===== config.mk =====
export PLATFORM = sky130hd
export DESIGN_NAME = asram_host
export DESIGN_NICKNAME = d
export VERILOG_FILES = /design/src/asram_pkg.sv /design/src/asram_host.sv
export SDC_FILE = /design/constraint.sdc
export NUM_CORES = 1
export LEC_CHECK = 0
export BUFFER_PORTS_ARGS = -buffer_cell sky130_fd_sc_hd__buf_2
export CAP_MARGIN = 10
export CELL_PAD_IN_SITES_DETAIL_PLACEMENT = 0
export CELL_PAD_IN_SITES_GLOBAL_PLACEMENT = 2
export CORE_UTILIZATION = 29
export DETAILED_ROUTE_END_ITERATION = 7
export GPL_ROUTABILITY_DRIVEN = 0
export HOLD_SLACK_MARGIN = 0.1
export PLACE_DENSITY = 0.74
export SYNTH_ARGS = -nofsm -noshare
export SYNTH_HDL_FRONTEND = slang
export SYNTH_SLANG_ARGS = --single-unit

===== constraint.sdc =====
create_clock -name MCLK -period 2.6 [get_ports MCLK]
set_input_delay 0.13 -clock MCLK [delete_from_list [all_inputs] [get_ports MCLK]]
set_output_delay 0.13 -clock MCLK [all_outputs]
set_load 0.02 [all_outputs]

===== src/asram_pkg.sv =====
// package for the asynchronous sram host controller
// assumes a 50 MHz system clock and one memory of 256K words of 4 bits
package asram_pkg;

  // ************************************************************
  // geometry
  // ************************************************************
  localparam int ADDR_W = 18;
  localparam int DATA_W = 4;

  // ************************************************************
  // timing, slowest grade figures in ns
  // ************************************************************
  localparam int CLK_PERIOD_NS = 20;
  localparam int T_CYCLE_NS = 15;    // read and write cycle minimum
  localparam int T_ACCESS_NS = 15;   // address and enable access maximum
  localparam int T_OE_NS = 7;        // output enable access maximum
  localparam int T_HIZ_NS = 7;       // enable or output enable high to high-z
  localparam int T_WP_NS = 12;       // write pulse minimum
  localparam int T_DW_NS = 7;        // data valid to end of write
  // least times round up, none below one cycle
  localparam int CYC_ACCESS = ((T_ACCESS_NS + CLK_PERIOD_NS - 1) / CLK_PERIOD_NS) < 1 ? 1 :
                              ((T_ACCESS_NS + CLK_PERIOD_NS - 1) / CLK_PERIOD_NS);
  localparam int CYC_WP = ((T_WP_NS + CLK_PERIOD_NS - 1) / CLK_PERIOD_NS) < 1 ? 1 :
                          ((T_WP_NS + CLK_PERIOD_NS - 1) / CLK_PERIOD_NS);
  localparam int CYC_HIZ = ((T_HIZ_NS + CLK_PERIOD_NS - 1) / CLK_PERIOD_NS) < 1 ? 1 :
                           ((T_HIZ_NS + CLK_PERIOD_NS - 1) / CLK_PERIOD_NS);
  localparam int CNT_W = 4;

  // ************************************************************
  // reset values and types
  // ************************************************************
  localparam logic [ADDR_W-1:0] ADDR_RST = 18'h00000;
  localparam logic [DATA_W-1:0] DATA_RST = 4'h0;

  typedef enum logic [4:0] {
    AS_IDLE  = 5'b00001,
    AS_READ  = 5'b00010,
    AS_WRITE = 5'b00100,
    AS_WEND  = 5'b01000,
    AS_TURN  = 5'b10000
  } asram_state_t;

  // pins toward the memory
  typedef struct packed {
    logic [ADDR_W-1:0] word_address;
    logic ce_n;
    logic we_n;
    logic oe_n;
  } asram_pins_t;

endpackage : asram_pkg

===== src/asram_host.sv =====
// host controller driving an asynchronous 256K x 4 static memory
// assumes memory pins sampled synchronously to MCLK; one request at a time
module asram_host
  import asram_pkg::*;
#(
  parameter int ACCESS_CYC = CYC_ACCESS,
  parameter int WP_CYC = CYC_WP,
  parameter int HIZ_CYC = CYC_HIZ
) (
  input wire logic MCLK,
  input wire logic RST_N,
  input wire logic REQ_VALID,
  input wire logic REQ_WRITE,
  input wire logic [ADDR_W-1:0] REQ_ADDR,
  input wire logic [DATA_W-1:0] REQ_WDATA,
  output logic REQ_READY,
  output logic RD_VALID,
  output logic [DATA_W-1:0] RD_DATA,
  output logic [ADDR_W-1:0] MEM_ADDR,
  output logic MEM_CE_N,
  output logic MEM_WE_N,
  output logic MEM_OE_N,
  input wire logic [DATA_W-1:0] MEM_DQ_I,
  output logic [DATA_W-1:0] MEM_DQ_O,
  output logic MEM_DQ_OE
);

  // ************************************************************
  // elaboration checks
  // ************************************************************
  if (ACCESS_CYC < 1 || ACCESS_CYC >= (1 << CNT_W) || WP_CYC < 1 ||
      WP_CYC >= (1 << CNT_W) || HIZ_CYC < 1 || HIZ_CYC >= (1 << CNT_W)) begin : g_chk
    $error("asram_host: cycle counts out of range");
  end

  // ************************************************************
  // timing checks against the slowest grade
  // ************************************************************
  // counts that leave a figure unmet are refused, since the memory would
  // answer wrongly with no sign of it on any pin
  if (ACCESS_CYC * CLK_PERIOD_NS < T_ACCESS_NS ||
      ACCESS_CYC * CLK_PERIOD_NS < T_OE_NS) begin : g_chk_access
    $error("asram_host: access count shorter than the access time");
  end
  if (WP_CYC * CLK_PERIOD_NS < T_WP_NS ||
      WP_CYC * CLK_PERIOD_NS < T_DW_NS) begin : g_chk_pulse
    $error("asram_host: write pulse shorter than the memory needs");
  end
  if (HIZ_CYC * CLK_PERIOD_NS < T_HIZ_NS) begin : g_chk_float
    $error("asram_host: turnaround shorter than the float time");
  end
  if ((WP_CYC + 2) * CLK_PERIOD_NS < T_CYCLE_NS ||
      (ACCESS_CYC + HIZ_CYC + 1) * CLK_PERIOD_NS < T_CYCLE_NS) begin : g_chk_cycle
    $error("asram_host: cycle shorter than the cycle minimum");
  end

  // ************************************************************
  // state
  // ************************************************************
  // one register per pin group; the pin struct keeps address and strobes together
  asram_state_t state_q, state_d;
  asram_pins_t pins_q, pins_d;
  logic [CNT_W-1:0] cnt_q, cnt_d;
  logic [DATA_W-1:0] dq_o_q, dq_o_d;
  logic dq_oe_q, dq_oe_d;
  logic ready_q, ready_d;
  logic rd_valid_q, rd_valid_d;
  logic [DATA_W-1:0] rd_data_q, rd_data_d;

  // sequence at the default counts, one step per clock edge:
  //   read:  take | pins set, ce and oe low | data sampled, strobes high | ready
  //   write: take | pins set, ce and we low, data out | we and ce high | data off, ready
  // a read costs three edges from take to the next take, and so does a write
  // the address register only changes on a take, so it stands through the whole
  // cycle and past the end of the write: zero recovery is never leaned on
  // ready drops on the take itself, so a held request cannot be taken twice
  // the read data is sampled at the last edge of the access count; the pins
  // are registered, so the memory sees a full clock period of access time
  // trade-off: slowest grade figures give whole cycles here, which wastes
  // time on fast parts but lets any grade sit on the board unchanged

  // next-state logic for the whole transfer sequencer
  always_comb begin
    state_d = state_q;
    pins_d = pins_q;
    cnt_d = cnt_q;
    dq_o_d = dq_o_q;
    dq_oe_d = dq_oe_q;
    ready_d = ready_q;
    rd_valid_d = 1'b0;
    rd_data_d = rd_data_q;
    case (state_q)
      AS_IDLE: begin
        if (REQ_VALID && ready_q) begin
          ready_d = 1'b0;
          pins_d.word_address = REQ_ADDR;
          pins_d.ce_n = 1'b0;
          if (REQ_WRITE) begin
            // address, strobes and data all change together: zero setup allowed
            pins_d.we_n = 1'b0;
            pins_d.oe_n = 1'b1; // keeps the shorter pulse figure valid
            dq_o_d = REQ_WDATA;
            dq_oe_d = 1'b1; // memory floats under we low
            cnt_d = CNT_W'(WP_CYC);
            state_d = AS_WRITE;
          end else begin
            pins_d.we_n = 1'b1;
            pins_d.oe_n = 1'b0;
            dq_oe_d = 1'b0;
            cnt_d = CNT_W'(ACCESS_CYC);
            state_d = AS_READ;
          end
        end
      end
      AS_READ: begin
        // wait out address, enable and output enable access
        if (cnt_q > CNT_W'(1)) begin
          cnt_d = cnt_q - CNT_W'(1);
        end else begin
          // the sample lands in a flop: the bus wire is never used unregistered
          rd_data_d = MEM_DQ_I;
          rd_valid_d = 1'b1;
          pins_d.ce_n = 1'b1;
          pins_d.oe_n = 1'b1;
          cnt_d = CNT_W'(HIZ_CYC);
          state_d = AS_TURN;
        end
      end
      AS_WRITE: begin
        // strobe low for at least the pulse width, data set up well before end
        if (cnt_q > CNT_W'(1)) begin
          cnt_d = cnt_q - CNT_W'(1);
        end else begin
          pins_d.we_n = 1'b1; // earlier rising edge ends the write
          pins_d.ce_n = 1'b1;
          state_d = AS_WEND;
        end
      end
      AS_WEND: begin
        // data released one cycle after the strobe: hold is zero, this is margin
        // the memory was deselected a cycle ago, so only the host holds the wire
        dq_oe_d = 1'b0;
        ready_d = 1'b1;
        state_d = AS_IDLE;
      end
      AS_TURN: begin
        // memory bus must float before anyone else may drive it
        if (cnt_q > CNT_W'(1)) begin
          cnt_d = cnt_q - CNT_W'(1);
        end else begin
          ready_d = 1'b1;
          state_d = AS_IDLE;
        end
      end
      default: begin
        state_d = AS_IDLE;
        pins_d = '{ADDR_RST, 1'b1, 1'b1, 1'b1};
        dq_oe_d = 1'b0;
        ready_d = 1'b1;
      end
    endcase
  end

  // registers only; the synchronous reset parks the memory deselected
  // so a board coming out of reset never sees a stray write
  always_ff @(posedge MCLK) begin
    if (!RST_N) begin
      state_q <= AS_IDLE;
      pins_q <= '{ADDR_RST, 1'b1, 1'b1, 1'b1}; // deselected
      cnt_q <= '0;
      dq_o_q <= DATA_RST;
      dq_oe_q <= 1'b0;
      ready_q <= 1'b1;
      rd_valid_q <= 1'b0;
      rd_data_q <= DATA_RST;
    end else begin
      state_q <= state_d;
      pins_q <= pins_d;
      cnt_q <= cnt_d;
      dq_o_q <= dq_o_d;
      dq_oe_q <= dq_oe_d;
      ready_q <= ready_d;
      rd_valid_q <= rd_valid_d;
      rd_data_q <= rd_data_d;
    end
  end

  // ************************************************************
  // outputs, all from flops
  // ************************************************************
  // strobes come straight from flops, so no decode glitch reaches the memory
  assign REQ_READY = ready_q;
  assign RD_VALID = rd_valid_q;
  assign RD_DATA = rd_data_q;
  assign MEM_ADDR = pins_q.word_address;
  assign MEM_CE_N = pins_q.ce_n;
  assign MEM_WE_N = pins_q.we_n;
  assign MEM_OE_N = pins_q.oe_n;
  assign MEM_DQ_O = dq_o_q;
  assign MEM_DQ_OE = dq_oe_q;

endmodule : asram_host


== Word level (Yosys, flattened, before mapping) ==
Index checks and enable logic that the tools add are counted.

* Word-level logic and storage cells: 74
* Output and inout bits: 32
* Bits in registers: 41
* Input port bits: 30

* Add/sub/neg operators: 1
* Bitwise operators: 7
* Multiplexer cells: 24
* Eq/ne operators: 10
* $lt $le $gt $ge: 1
* Reduce and logical (&&, ||, !) cells: 20

{| class="wikitable"
|+ Operators by type and width
! operator !! number
|-
| $pmux W18 S2 || 1
|-
| $mux W21 || 1
|-
| $mux W5 || 4
|-
| $pmux W5 S4 || 1
|-
| $reduce_and A3 Y1 || 5
|-
| $mux W4 || 3
|-
| $pmux W4 S3 || 1
|-
| $pmux W1 S3 || 3
|-
| $reduce_or A3 Y1 || 3
|-
| $ne A2 B2 Y1 const B || 4
|-
| $reduce_and A2 Y1 || 4
|-
| $reduce_and A4 Y1 || 2
|-
| $not A1 Y1 || 7
|-
| $reduce_or A2 Y1 || 3
|-
| $eq A5 B1 Y1 const B || 1
|-
| $eq A5 B2 Y1 const B || 1
|-
| $eq A5 B3 Y1 const B || 1
|-
| $eq A5 B4 Y1 const B || 1
|-
| $eq A5 B5 Y1 const B || 1
|-
| $mux W1 || 5
|-
| $gt A4 B1 Y1 const B || 1
|-
| $mux W2 || 2
|-
| $pmux W1 S4 || 1
|-
| $reduce_or A4 Y1 || 1
|-
| 6 further kinds || 6
|}

== Logic depth before layout (Yosys ltp) ==
Gate-level depths: netlist (run 1).

* Depth after elaboration: 4
* Mapped depth: 7
* Gate-level depth less buffers: 7

== Worst setup path before layout (run 1) ==
No wires, ideal clock.

* Kind: reg-to-reg
* From: reg cnt_q[0]
* To: reg state_q[4]
* Path slack: 0.802 ns
* Data required time: 2.488 ns
* Period minus slack after synthesis: 1.798 ns
* Arrival time: 1.686 ns
* Library setup time: 0.112 ns
* Stages on the path, launching flop included: 7
* Buffers on the path: 0
* Path through: dfxtp_1 > inv_1 > ha_1 > or2_2 > and2_1 > or3_1 > a2111oi_1

* Word-level cells in the longest chain between the ends: 3
* Elaborated cells on any way between the ends: 5
* Those cells by class: order compare (1); eq/ne (3); reduce/logical (1)

{| class="wikitable"
|+ RTL lines
! what !! line !! RTL
|-
| start, declared || asram_host.sv:63 || <nowiki>logic [CNT_W-1:0] cnt_q, cnt_d;</nowiki>
|-
| start signal, assigned || asram_host.sv:179 || <nowiki>cnt_q <= cnt_d;</nowiki>
|-
| $gt A4 B1 Y1 * || asram_host.sv:117, asram_host.sv:131, asram_host.sv:148 ||
|-
| $ne A2 B2 Y1 (no source line) || n/a ||
|-
| $reduce_and A4 Y1 (no source line) * || n/a ||
|-
| end signal, assigned || asram_host.sv:177 || <nowiki>state_q <= state_d;</nowiki>
|-
| end, declared || asram_host.sv:61 || <nowiki>asram_state_t state_q, state_d;</nowiki>
|}

Every way passes the cells marked *; elsewhere a longest branch is shown, timed or not.
A chain may end at the register's enable or synchronous reset.

== Final worst setup path (run 1) ==
* From: reg state_q[2]
* To: reg pins_q (netlist bit MEM_WE_N)

* Word-level cells in the longest chain between the ends: 4
* Elaborated cells on any way between the ends: 11
* Those cells by class: eq/ne (7); mux (1); bitwise (1); reduce/logical (2)

{| class="wikitable"
|+ RTL lines
! what !! line !! RTL
|-
| $eq A5 B5 Y1, or another cell as far along || asram_host.sv:92 || <nowiki>case (state_q)</nowiki>
|-
| $reduce_or A3 Y1 (no source line) || n/a ||
|-
| $not A1 Y1 (no source line) || n/a ||
|-
| $reduce_and A3 Y1 (no source line) || n/a ||
|-
| end signal, assigned || asram_host.sv:169 || <nowiki>pins_q <= '{ADDR_RST, 1'b1, 1'b1, 1'b1};</nowiki>
|-
| end signal, assigned || asram_host.sv:178 || <nowiki>pins_q <= pins_d;</nowiki>
|-
| end, declared || asram_host.sv:62 || <nowiki>asram_pins_t pins_q, pins_d;</nowiki>
|}

Several ways; a longest one is shown, not always the timed one.

==> results of run 1 <==
flip-flops by register name (all words and copies together) (netlist names):
name	flops
RD_DATA	4
MEM_DQ_O	4
MEM_DQ_OE	1
MEM_ADDR	18
MEM_CE_N	1
MEM_OE_N	1
RD_VALID	1
state_q	5
MEM_WE_N	1
cnt_q	4
REQ_READY	1
area by class of cell:
cell class,count,area [sq um],share of cell area
Multi-Input combinational cell,180,1150,0.435
Sequential cell,41,821,0.310
Inverter,4,15.0,0.00567
Clock buffer,6,82.6,0.0312
Tap cell,96,120,0.0454
Clock inverter,2,13.8,0.00520
Timing Repair Buffer,75,443,0.167
cells by family (layout without fill, tap and decap cells):
logic type / after synthesis / in the layout
and+or+nand+nor: 113 / 113
adders and majority gates: 2 / 2
DFF: 41 / 41
AOI/OAI and AO/OA: 51 / 51
muxes: 10 / 10
buffers and inverters: 23 / 87
xor gates and xnor gates: 4 / 4
layer usage:
metal | wire (microns) | GRT usage | vias to the layer above
met5 | 0 | 0 | -
met4 | 50 | 0.0402 | 0
met3 | 255 | 0.0313 | 6
met2 | 2170 | 0.208 | 49
met1 | 2580 | 0.197 | 820
li1 | - | - | 962
synth_stat cells (2+ instances only):
| library cell | instances | area, sq um |
|---|---|---|
| dfxtp_1 | 41 | 821 |
| nor2_1 | 36 | 135 |
| nand2_1 | 25 | 93.8 |
| o21a_1 | 19 | 143 |
| and2_1 | 11 | 68.8 |
| and2_0 | 9 | 56.3 |
| mux2i_1 | 9 | 90.1 |
| a21oi_1 | 7 | 35.0 |
| buf_2 | 7 | 35.0 |
| clkbuf_1 | 7 | 26.3 |
| nor3_1 | 5 | 25.0 |
| buf_6 | 4 | 45.0 |
| inv_1 | 4 | 15.0 |
| nand2b_1 | 4 | 25.0 |
| o21ai_0 | 4 | 20.0 |
| a31oi_1 | 3 | 18.8 |
| o211ai_1 | 3 | 22.5 |
| or3_1 | 3 | 18.8 |
| ha_1 | 2 | 25.0 |
| nand3_1 | 2 | 10.0 |
| nand4_1 | 2 | 12.5 |
| nor4_1 | 2 | 12.5 |
| o21bai_1 | 2 | 15.0 |
| o31ai_1 | 2 | 15.0 |
| xnor2_1 | 2 | 17.5 |
where the power goes:
group          switching (mW)  internal, mW  total [mW]
registers              0.0488         0.688       0.737
logic                   0.290         0.217       0.507
clock network           0.231         0.215       0.447
total                   0.570          1.12        1.69
worst max-delay path, delay by kind of cell (launching register included):
family	cells	cell delay, ps
compound gates	2	680
xor+xnor	1	160
flops	1	800
simple gates	2	360
worst max path at each step:
stage               start    endpoint  slack, ps  cells after the start
3_3_place_gp   state_q[2]    MEM_WE_N        540                      5
2_1_floorplan    cnt_q[0]  state_q[4]        800                      6
4_1_cts        state_q[2]    MEM_WE_N        510                      5
3_5_place_dp   state_q[2]    MEM_WE_N        520                      5
5_1_grt        state_q[2]    MEM_WE_N        330                      5
6_report       state_q[2]    MEM_WE_N        480                      5
stage by stage:
| stage | total power [mW] | area, sq um |
|---|---|---|
| after floorplan | 1.11 | 2100 |
| after global placement | 1.26 | 2470 |
| after detailed placement | 1.26 | 2470 |
| after CTS | 1.72 | 2650 |
| after global routing | 1.80 | 2650 |
| final | 1.69 | 2650 |
==> qor.yml, run 1 <==
h-tree-depth: 2
clock-sinks: 41
yosys.area_share.simple: 0.286
drtIter0Drc: 34
dpl.cell_count: 388
whs_endpoint: "MEM_ADDR[16]"
die_x_microns: 87.1
hold_violations: 0
grt_pass1_wl_microns: 8140
powerDensity_nw_per_um2: 639
rows: 30
syn_inst: 244
criticalPathCategory: "register to register"
tightest_slew_ps: 731
cts_tree: "done"
clockBufferDepth: 2
hpwl_microns: 3460
timing.rr.end: "MEM_WE_N"
fillers: 749
final_common_cell: "buf_2"
max_stage_delay_ps: 800
synth-seq-cells: 41
cts_resized: 0
yosys_warnings: 0
area_growth_pct: 26.0
power_leakage_nw: 1.18
track_usage: 0.138
synth_edf_count: 0
period_needed_ps: 2120
arrival_ps: 2310
vdd_drop_max_uv: 240
cts_setup_buffers: 0
status: "finished, final reports clean"
postRouteAntennaNets: 0
root_buffer: "clkbuf_8"
path_max_fanout: 18
synthAdderAreaFrac: 0.0119
grt_pass1_vias: 1617
relSlewSlack: 0.512
synth_cell_type_count: 54
final_util: 0.383
layout_setup_ws_ps: 480
worstHoldPathType: "primary input to register"
ff2ff_path_depth: 5
setup_tns_ps: 0
die_y_microns: 87.1
synthesis.area_sq_um: 2100
route.vias.total: 1837
min_from: "REQ_ADDR[16]"
slew_viol_final: 0
hold_depth: 4
grt_max_degree: 37
fp.dieArea_sq_um: 7590
grt_overflow: 0
insertion_delay_ps: 300
ys.flop_type: "dfxtp_1"
drc: 0
endpoint_kind: "register"
pre_cts_ws_ps: 520
critical_path_required_ps: 2790
synth_top_family_by_area: "simple AND/OR/NAND/NOR gates"
drt-vias-per-instance: 4.55
wl_per_cell_microns: 12.5
io_buffers: 61
finalCritPeriodShare: 0.815
boundaryPins: 62
fmaxAchievable_ghz: 0.472
whs_ps: 151
synth_xor_area_frac: 0.0202
clk_pin_slew_worst_paths_ps: 80
muxShareOfSynthArea: 0.0482
timing.rr.start: "state_q[2]"
async_flop_share: 0
drv_cap: 0
start_util: 0.304
antenna_cells: 0
cts_hold_buf: 8
crit_slowest_cell: "dfxtp_1"
antenna_found_initial: 0
drive_gt1_frac: 0.286
yosysSeqAreaShare: 0.390
nets: 339
path_cells: "xnor2_2 -> a211oi_4 -> and2_1 -> nand2_1 -> o311a_1"
ff2ff_setup_slack_ps: 480
wl_microns: 5060
layout_common_cells: "61 x buf_2, 41 x dfxtp_1, 36 x nor2_1"
start_kind: "register"
firstDrtPassIters: 4
setup_viol: 0
core_sq_um: 6910
syn_nets: 276
rsz0062_at_grt: "false"
final_cells: 404
worst_clock_skew_ps: 5.65
synth_area_per_cell_sq_um: 8.61
numCtsBuffers: 5
synth_compound_area_frac: 0.182
Note: power is estimated with default switching activity, not from simulation.
==> inputs of run 2 (changes only) <==
==> constraint.sdc (replaced) <==
create_clock -name MCLK -period 2.2 [get_ports MCLK]
set_input_delay 0.11 -clock MCLK [delete_from_list [all_inputs] [get_ports MCLK]]
set_output_delay 0.11 -clock MCLK [all_outputs]
set_load 0.02 [all_outputs]
==> qor.yml, run 2 (synthesis gave the netlist of run 1 again) <==
path_delay_family: "simple AND/OR/NAND/NOR gates"  # was flip-flops
clk_pin_slew_worst_paths_ps: 80  # about the same
slew_viol_final: 0  # unchanged
core_sq_um: 6910  # unchanged
tightest_slew_ps: 497  # was 731 ps
power_frac_seq: 0.407  # was 0.436
largest_reg_flops: 18  # unchanged
max_stage_delay_ps: 360  # was 800 ps
switchingPower_mw: 0.669  # was 0.570 mW
clock-sinks: 41  # unchanged
pre_cts_ws_ps: 270  # was 520 ps
drt-vias-per-instance: 4.56  # was 4.55
die_x_microns: 87.1  # unchanged
fillers: 769  # was 749
worstHoldPathType: "primary input to register"  # unchanged
final_common_cell: "buf_2"  # unchanged
powerDensity_nw_per_um2: 781  # was 639 nW/um^2
numCtsBuffers: 5  # unchanged
relSlewSlack: 0.666  # was 0.512
drive_gt1_frac: 0.296  # was 0.286
drtIter0Drc: 34  # unchanged
worst_clock_skew_ps: 5.80  # was 5.65 ps
die_y_microns: 87.1  # unchanged
design_area_sq_um: 2710  # was 2650 sq um
combPwrFrac: 0.293  # was 0.300
start_util: 0.304  # unchanged
cts_tree: "done"  # unchanged
fp.dieArea_sq_um: 7590  # unchanged
arrival_ps: 2140  # was 2310 ps
path_max_fanout: 5  # was 18
layout_setup_ws_ps: 243  # was 480 ps
grt_pass1_vias: 1773  # was 1617
swShare: 0.316  # was 0.337
wl_microns: 5040  # was 5060 microns
setup_tns_ps: 0  # unchanged
path_cells: "inv_1 -> ha_1 -> or2_2 -> and2_1 -> or3_1 -> a2111oi_1"  # was xnor2_2 -> a211oi_4 -> and2_1 -> nand2_1 -> o311a_1
dpl_cell_area_sq_um: 2520  # was 2470 sq um
criticalPathCategory: "register to register"  # unchanged
intPower_mw: 1.45  # was 1.12 mW
insertion_delay_ps: 290  # was 300 ps
power_mw: 2.12  # was 1.69 mW
rsz0062_at_grt: "false"  # unchanged
grt_max_degree: 37  # unchanged
grt_pass1_wl_microns: 8490  # was 8140 microns
hpwl_microns: 3550  # was 3460 microns
firstDrtPassIters: 4  # unchanged
status: "finished, final reports clean"  # unchanged
h-tree-depth: 2  # unchanged
cts_setup_buffers: 0  # unchanged
start_kind: "register"  # unchanged
clockBufferDepth: 2  # unchanged
boundaryPins: 62  # unchanged
route.vias.total: 1870  # was 1837
antenna_cells: 0  # unchanged
hold_violations: 0  # unchanged
track_usage: 0.144  # was 0.138
setup_viol: 0  # unchanged
vdd_drop_max_uv: 303  # was 240 uV
period_needed_ps: 1960  # was 2120 ps
postRouteAntennaNets: 0  # unchanged
crit_slowest_cell: "dfxtp_1"  # unchanged
drv_cap: 0  # unchanged
grt_overflow: 0  # unchanged
finalCritPeriodShare: 0.889  # was 0.815
fmaxAchievable_ghz: 0.511  # was 0.472 GHz
critical_path_required_ps: 2380  # was 2790 ps
power_leakage_nw: 1.22  # was 1.18 nW
critical_path_buf_inv_count: 1  # was 0
pwr-share-clk: 0.300  # was 0.264
root_buffer: "clkbuf_8"  # unchanged
final_util: 0.393  # was 0.383
drc: 0  # unchanged
nets: 345  # was 339
rows: 30  # unchanged
area_growth_pct: 29.0  # was 26.0%
wl_per_cell_microns: 12.3  # was 12.5 microns
antenna_found_initial: 0  # unchanged
endpoint_kind: "register"  # unchanged
io_buffers: 61  # unchanged
layout_common_cells: "61 x buf_2, 41 x dfxtp_1, 36 x nor2_1"  # unchanged
## run 2: cell count changes in the layout (fill, tap and decap cells not counted)
cell / change
buf_4: +6
bufinv_16: +1
clkbuf_1: +1
clkinv_2: -1
clkinv_4: -1
## run 2: per-stage QoR
| stage | hold slack [ps] | instances |
|---|---|---|
| 3_5_place_dp | 349 | 394 |
| 2_1_floorplan | 254 | 244 |
| 5_1_grt | 136 | 410 |
| 6_report | 132 | 410 |
| 3_3_place_gp | 342 | 394 |
| 4_1_cts | 125 | 410 |
## run 2: path summary, 6_finish.rpt
check                   start     endpoint  slack [ps]  depth (start not counted)
hold / removal    REQ_ADDR[0]  MEM_ADDR[0]         130                          4
setup reg to reg     cnt_q[0]   state_q[4]         240                          6
setup / recovery     cnt_q[0]   state_q[4]         240                          6
hold reg to reg      cnt_q[1]     cnt_q[1]         480                          2
## run 2: power by group through the flow
stage | combinational (mW) | sequential [mW] | clock [mW]
global route | 0.693 | 0.875 | 0.692
CTS | 0.628 | 0.864 | 0.661
finish | 0.620 | 0.862 | 0.636
global placement | 0.613 | 0.882 | 0
floorplan | 0.376 | 0.939 | 0
detailed placement | 0.615 | 0.881 | 0
## run 2: area by class of cell
cell class | instances | area (sq um) | share of cell area
clock buffer | 7 | 86.3 | 0.0318
multi-input combinational | 180 | 1150 | 0.425
timing repair buffer | 81 | 488 | 0.180
tap | 96 | 120 | 0.0443
sequential | 41 | 821 | 0.303
inverter | 4 | 15.0 | 0.00554
clock inverter | 1 | 30.0 | 0.0111
## run 2: routing by layer
| layer | GRT usage | wire length [microns] | vias to the layer above |
|---|---|---|---|
| li1 | - | - | 972 |
| met1 | 0.195 | 2480 | 835 |
| met2 | 0.230 | 2180 | 57 |
| met3 | 0.0294 | 339 | 6 |
| met4 | 0.0447 | 43 | 0 |
| met5 | 0 | 0 | - |
## run 2: worst reg2reg max path: stages (launching register included)
cell       delay [ps]
dfxtp_1           360
inv_1              70
ha_1              210
or2_2             320
and2_1            220
or3_1             320
a2111oi_1         340
## run 2: repair_timing
action | in CTS | in global routing
resized for setup | 0 | 0
endpoints found under the hold margin | 8 | 0
hold buffers | 8 | 0
setup endpoints to repair | 0 | 0
==> inputs of run 3 (changes only) <==
--- a/config.mk
+++ b/config.mk
@@ -9,11 +9,11 @@
 export CAP_MARGIN = 10
 export CELL_PAD_IN_SITES_DETAIL_PLACEMENT = 0
 export CELL_PAD_IN_SITES_GLOBAL_PLACEMENT = 2
-export CORE_UTILIZATION = 29
+export CORE_UTILIZATION = 27
 export DETAILED_ROUTE_END_ITERATION = 7
 export GPL_ROUTABILITY_DRIVEN = 0
 export HOLD_SLACK_MARGIN = 0.1
-export PLACE_DENSITY = 0.74
+export PLACE_DENSITY = 0.72
 export SYNTH_ARGS = -nofsm -noshare
 export SYNTH_HDL_FRONTEND = slang
 export SYNTH_SLANG_ARGS = --single-unit
==> constraint.sdc (replaced) <==
create_clock -name MCLK -period 1.75 [get_ports MCLK]
set_input_delay 0.0875 -clock MCLK [delete_from_list [all_inputs] [get_ports MCLK]]
set_output_delay 0.0875 -clock MCLK [all_outputs]
set_load 0.02 [all_outputs]
==> qor.yml, run 3 (synthesis gave the netlist of run 1 again) <==
status: "complete, but fails checks"  # was finished, final reports clean
failed_checks: "negative setup slack"
drive_gt1_frac: 0.409  # was 0.296
combPwrFrac: 0.336  # was 0.293
clock-sinks: 41  # unchanged
vdd_drop_max_uv: 299  # was 303 uV
die_x_microns: 90.2  # was 87.1 microns
slew_viol_final: 0  # unchanged
design_area_sq_um: 2980  # was 2710 sq um
tightest_slew_ps: 327  # was 497 ps
grt_pass1_vias: 1778  # was 1773
swShare: 0.320  # was 0.316
grt_overflow: 0  # unchanged
criticalPathCategory: "register to register"  # unchanged
endpoint_kind: "register"  # unchanged
area_growth_pct: 41.8  # was 29.0%
core_sq_um: 7370  # was 6910 sq um
fmaxAchievable_ghz: 0.566  # was 0.511 GHz
die_y_microns: 90.2  # was 87.1 microns
grt_pass1_wl_microns: 8730  # was 8490 microns
rsz0062_at_grt: "true"  # was false
powerDensity_nw_per_um2: 920  # was 781 nW/um^2
final_util: 0.405  # was 0.393
fp.dieArea_sq_um: 8140  # was 7590 sq um
clk_pin_slew_worst_paths_ps: 80  # about the same
start_util: 0.285  # was 0.304
finalCritPeriodShare: 1.01  # was 0.889
drc: 0  # unchanged
wl_per_cell_microns: 12.6  # was 12.3 microns
grt_max_degree: 37  # unchanged
intPower_mw: 1.86  # was 1.45 mW
drv_cap: 0  # unchanged
root_buffer: "clkbuf_8"  # unchanged
layout_setup_ws_ps: -17.7  # was 243 ps
worstHoldPathType: "primary input to register"  # unchanged
drt-vias-per-instance: 4.50  # was 4.56
path_max_fanout: 5  # unchanged
drtIter0Drc: 55  # was 34
numCtsBuffers: 5  # unchanged
start_kind: "register"  # unchanged
period_needed_ps: 1770  # was 1960 ps
antenna_cells: 0  # unchanged
final_common_cell: "buf_2"  # unchanged
insertion_delay_ps: 300  # was 290 ps
antenna_found_initial: 0  # unchanged
dpl_cell_area_sq_um: 2660  # was 2520 sq um
worst_clock_skew_ps: 5.51  # was 5.80 ps
firstDrtPassIters: 4  # unchanged
h-tree-depth: 2  # unchanged
arrival_ps: 1960  # was 2140 ps
cts_tree: "done"  # unchanged
boundaryPins: 62  # unchanged
hpwl_microns: 3840  # was 3550 microns
rows: 31  # was 30
power_leakage_nw: 1.36  # was 1.22 nW
nets: 367  # was 345
route.vias.total: 1955  # was 1870
wl_microns: 5470  # was 5040 microns
setup_viol: 1  # was 0
io_buffers: 61  # unchanged
relSlewSlack: 0.781  # was 0.666
layout_common_cells: "61 x buf_2, 36 x nor2_1, 35 x dfxtp_1"  # was 61 x buf_2, 41 x dfxtp_1, 36 x nor2_1
switchingPower_mw: 0.878  # was 0.669 mW
critical_path_required_ps: 1950  # was 2380 ps
clockBufferDepth: 2  # unchanged
track_usage: 0.133  # was 0.144
postRouteAntennaNets: 0  # unchanged
power_mw: 2.74  # was 2.12 mW
pre_cts_ws_ps: -91.6  # was 270 ps
pwr-share-clk: 0.272  # was 0.300
hold_violations: 0  # unchanged
power_frac_seq: 0.392  # was 0.407
largest_reg_flops: 18  # unchanged
[run 3: cell count changes in the layout (fill, tap and decap cells not counted), sizes merged]
cell    previous run  this run
clkbuf             7         5
clkinv             0         1
buf               73        95
[run 3: layer usage]
metal,global-route usage,wire [microns],vias up
li1,-,-,1009
met2,0.216,2510,50
met1,0.171,2640,891
met3,0.0355,270,5
met5,0,0,-
met4,0.0403,56,0
[run 3: metrics by stage]
step / hold slack, ps / cells / setup TNS [ps]
detailed placement: 333 / 414 / -1650
CTS: 101 / 429 / 0
finish: 111 / 434 / -17.7
global placement: 317 / 414 / -557
global route: 119 / 434 / -172
floorplan: 231 / 244 / 0
[run 3: repair_timing]
action                                 in CTS  in global routing
setup endpoints to repair                  22                 28
setup buffers                               0                  5
hold buffers                                8                  0
pin swaps                                   1                  7
resized for setup                           9                 21
endpoints found under the hold margin       8                  0
[run 3: path summary, 6_finish.rpt]
path / start / end / slack, ps / cells after the start
worst min-delay path: REQ_ADDR[10] / MEM_ADDR[10] / 110 / 4
worst max-delay path: cnt_q[0] / state_q[4] / -20 / 6
worst max register to register: cnt_q[0] / state_q[4] / -20 / 6
worst min register to register: MEM_DQ_OE / MEM_DQ_OE / 480 / 2
[run 3: layout make-up]
type | count | area, sq um
Fill cell | 787 | 4390
Tap cell | 99 | 124
Multi-Input combinational cell | 180 | 1240
Clock buffer | 5 | 68.8
Inverter | 4 | 15.0
Timing Repair Buffer | 103 | 664
Sequential cell | 41 | 833
Clock inverter | 2 | 35.0
[run 3: power groups by stage]
stage / clock [mW] / sequential [mW] / combinational [mW]
after floorplan: 0 / 1.18 / 0.481
after global placement: 0 / 1.09 / 0.844
after detailed placement: 0 / 1.09 / 0.845
after CTS: 0.785 / 1.08 / 0.872
after global routing: 0.811 / 1.09 / 1.00
final: 0.745 / 1.08 / 0.922
[run 3: critical path, cell delays in order (launching register included)]
cell,delay [ps]
dfxtp_2,360
inv_2,40
ha_2,170
or2_4,230
and2_4,180
or3_4,340
a2111oi_4,340
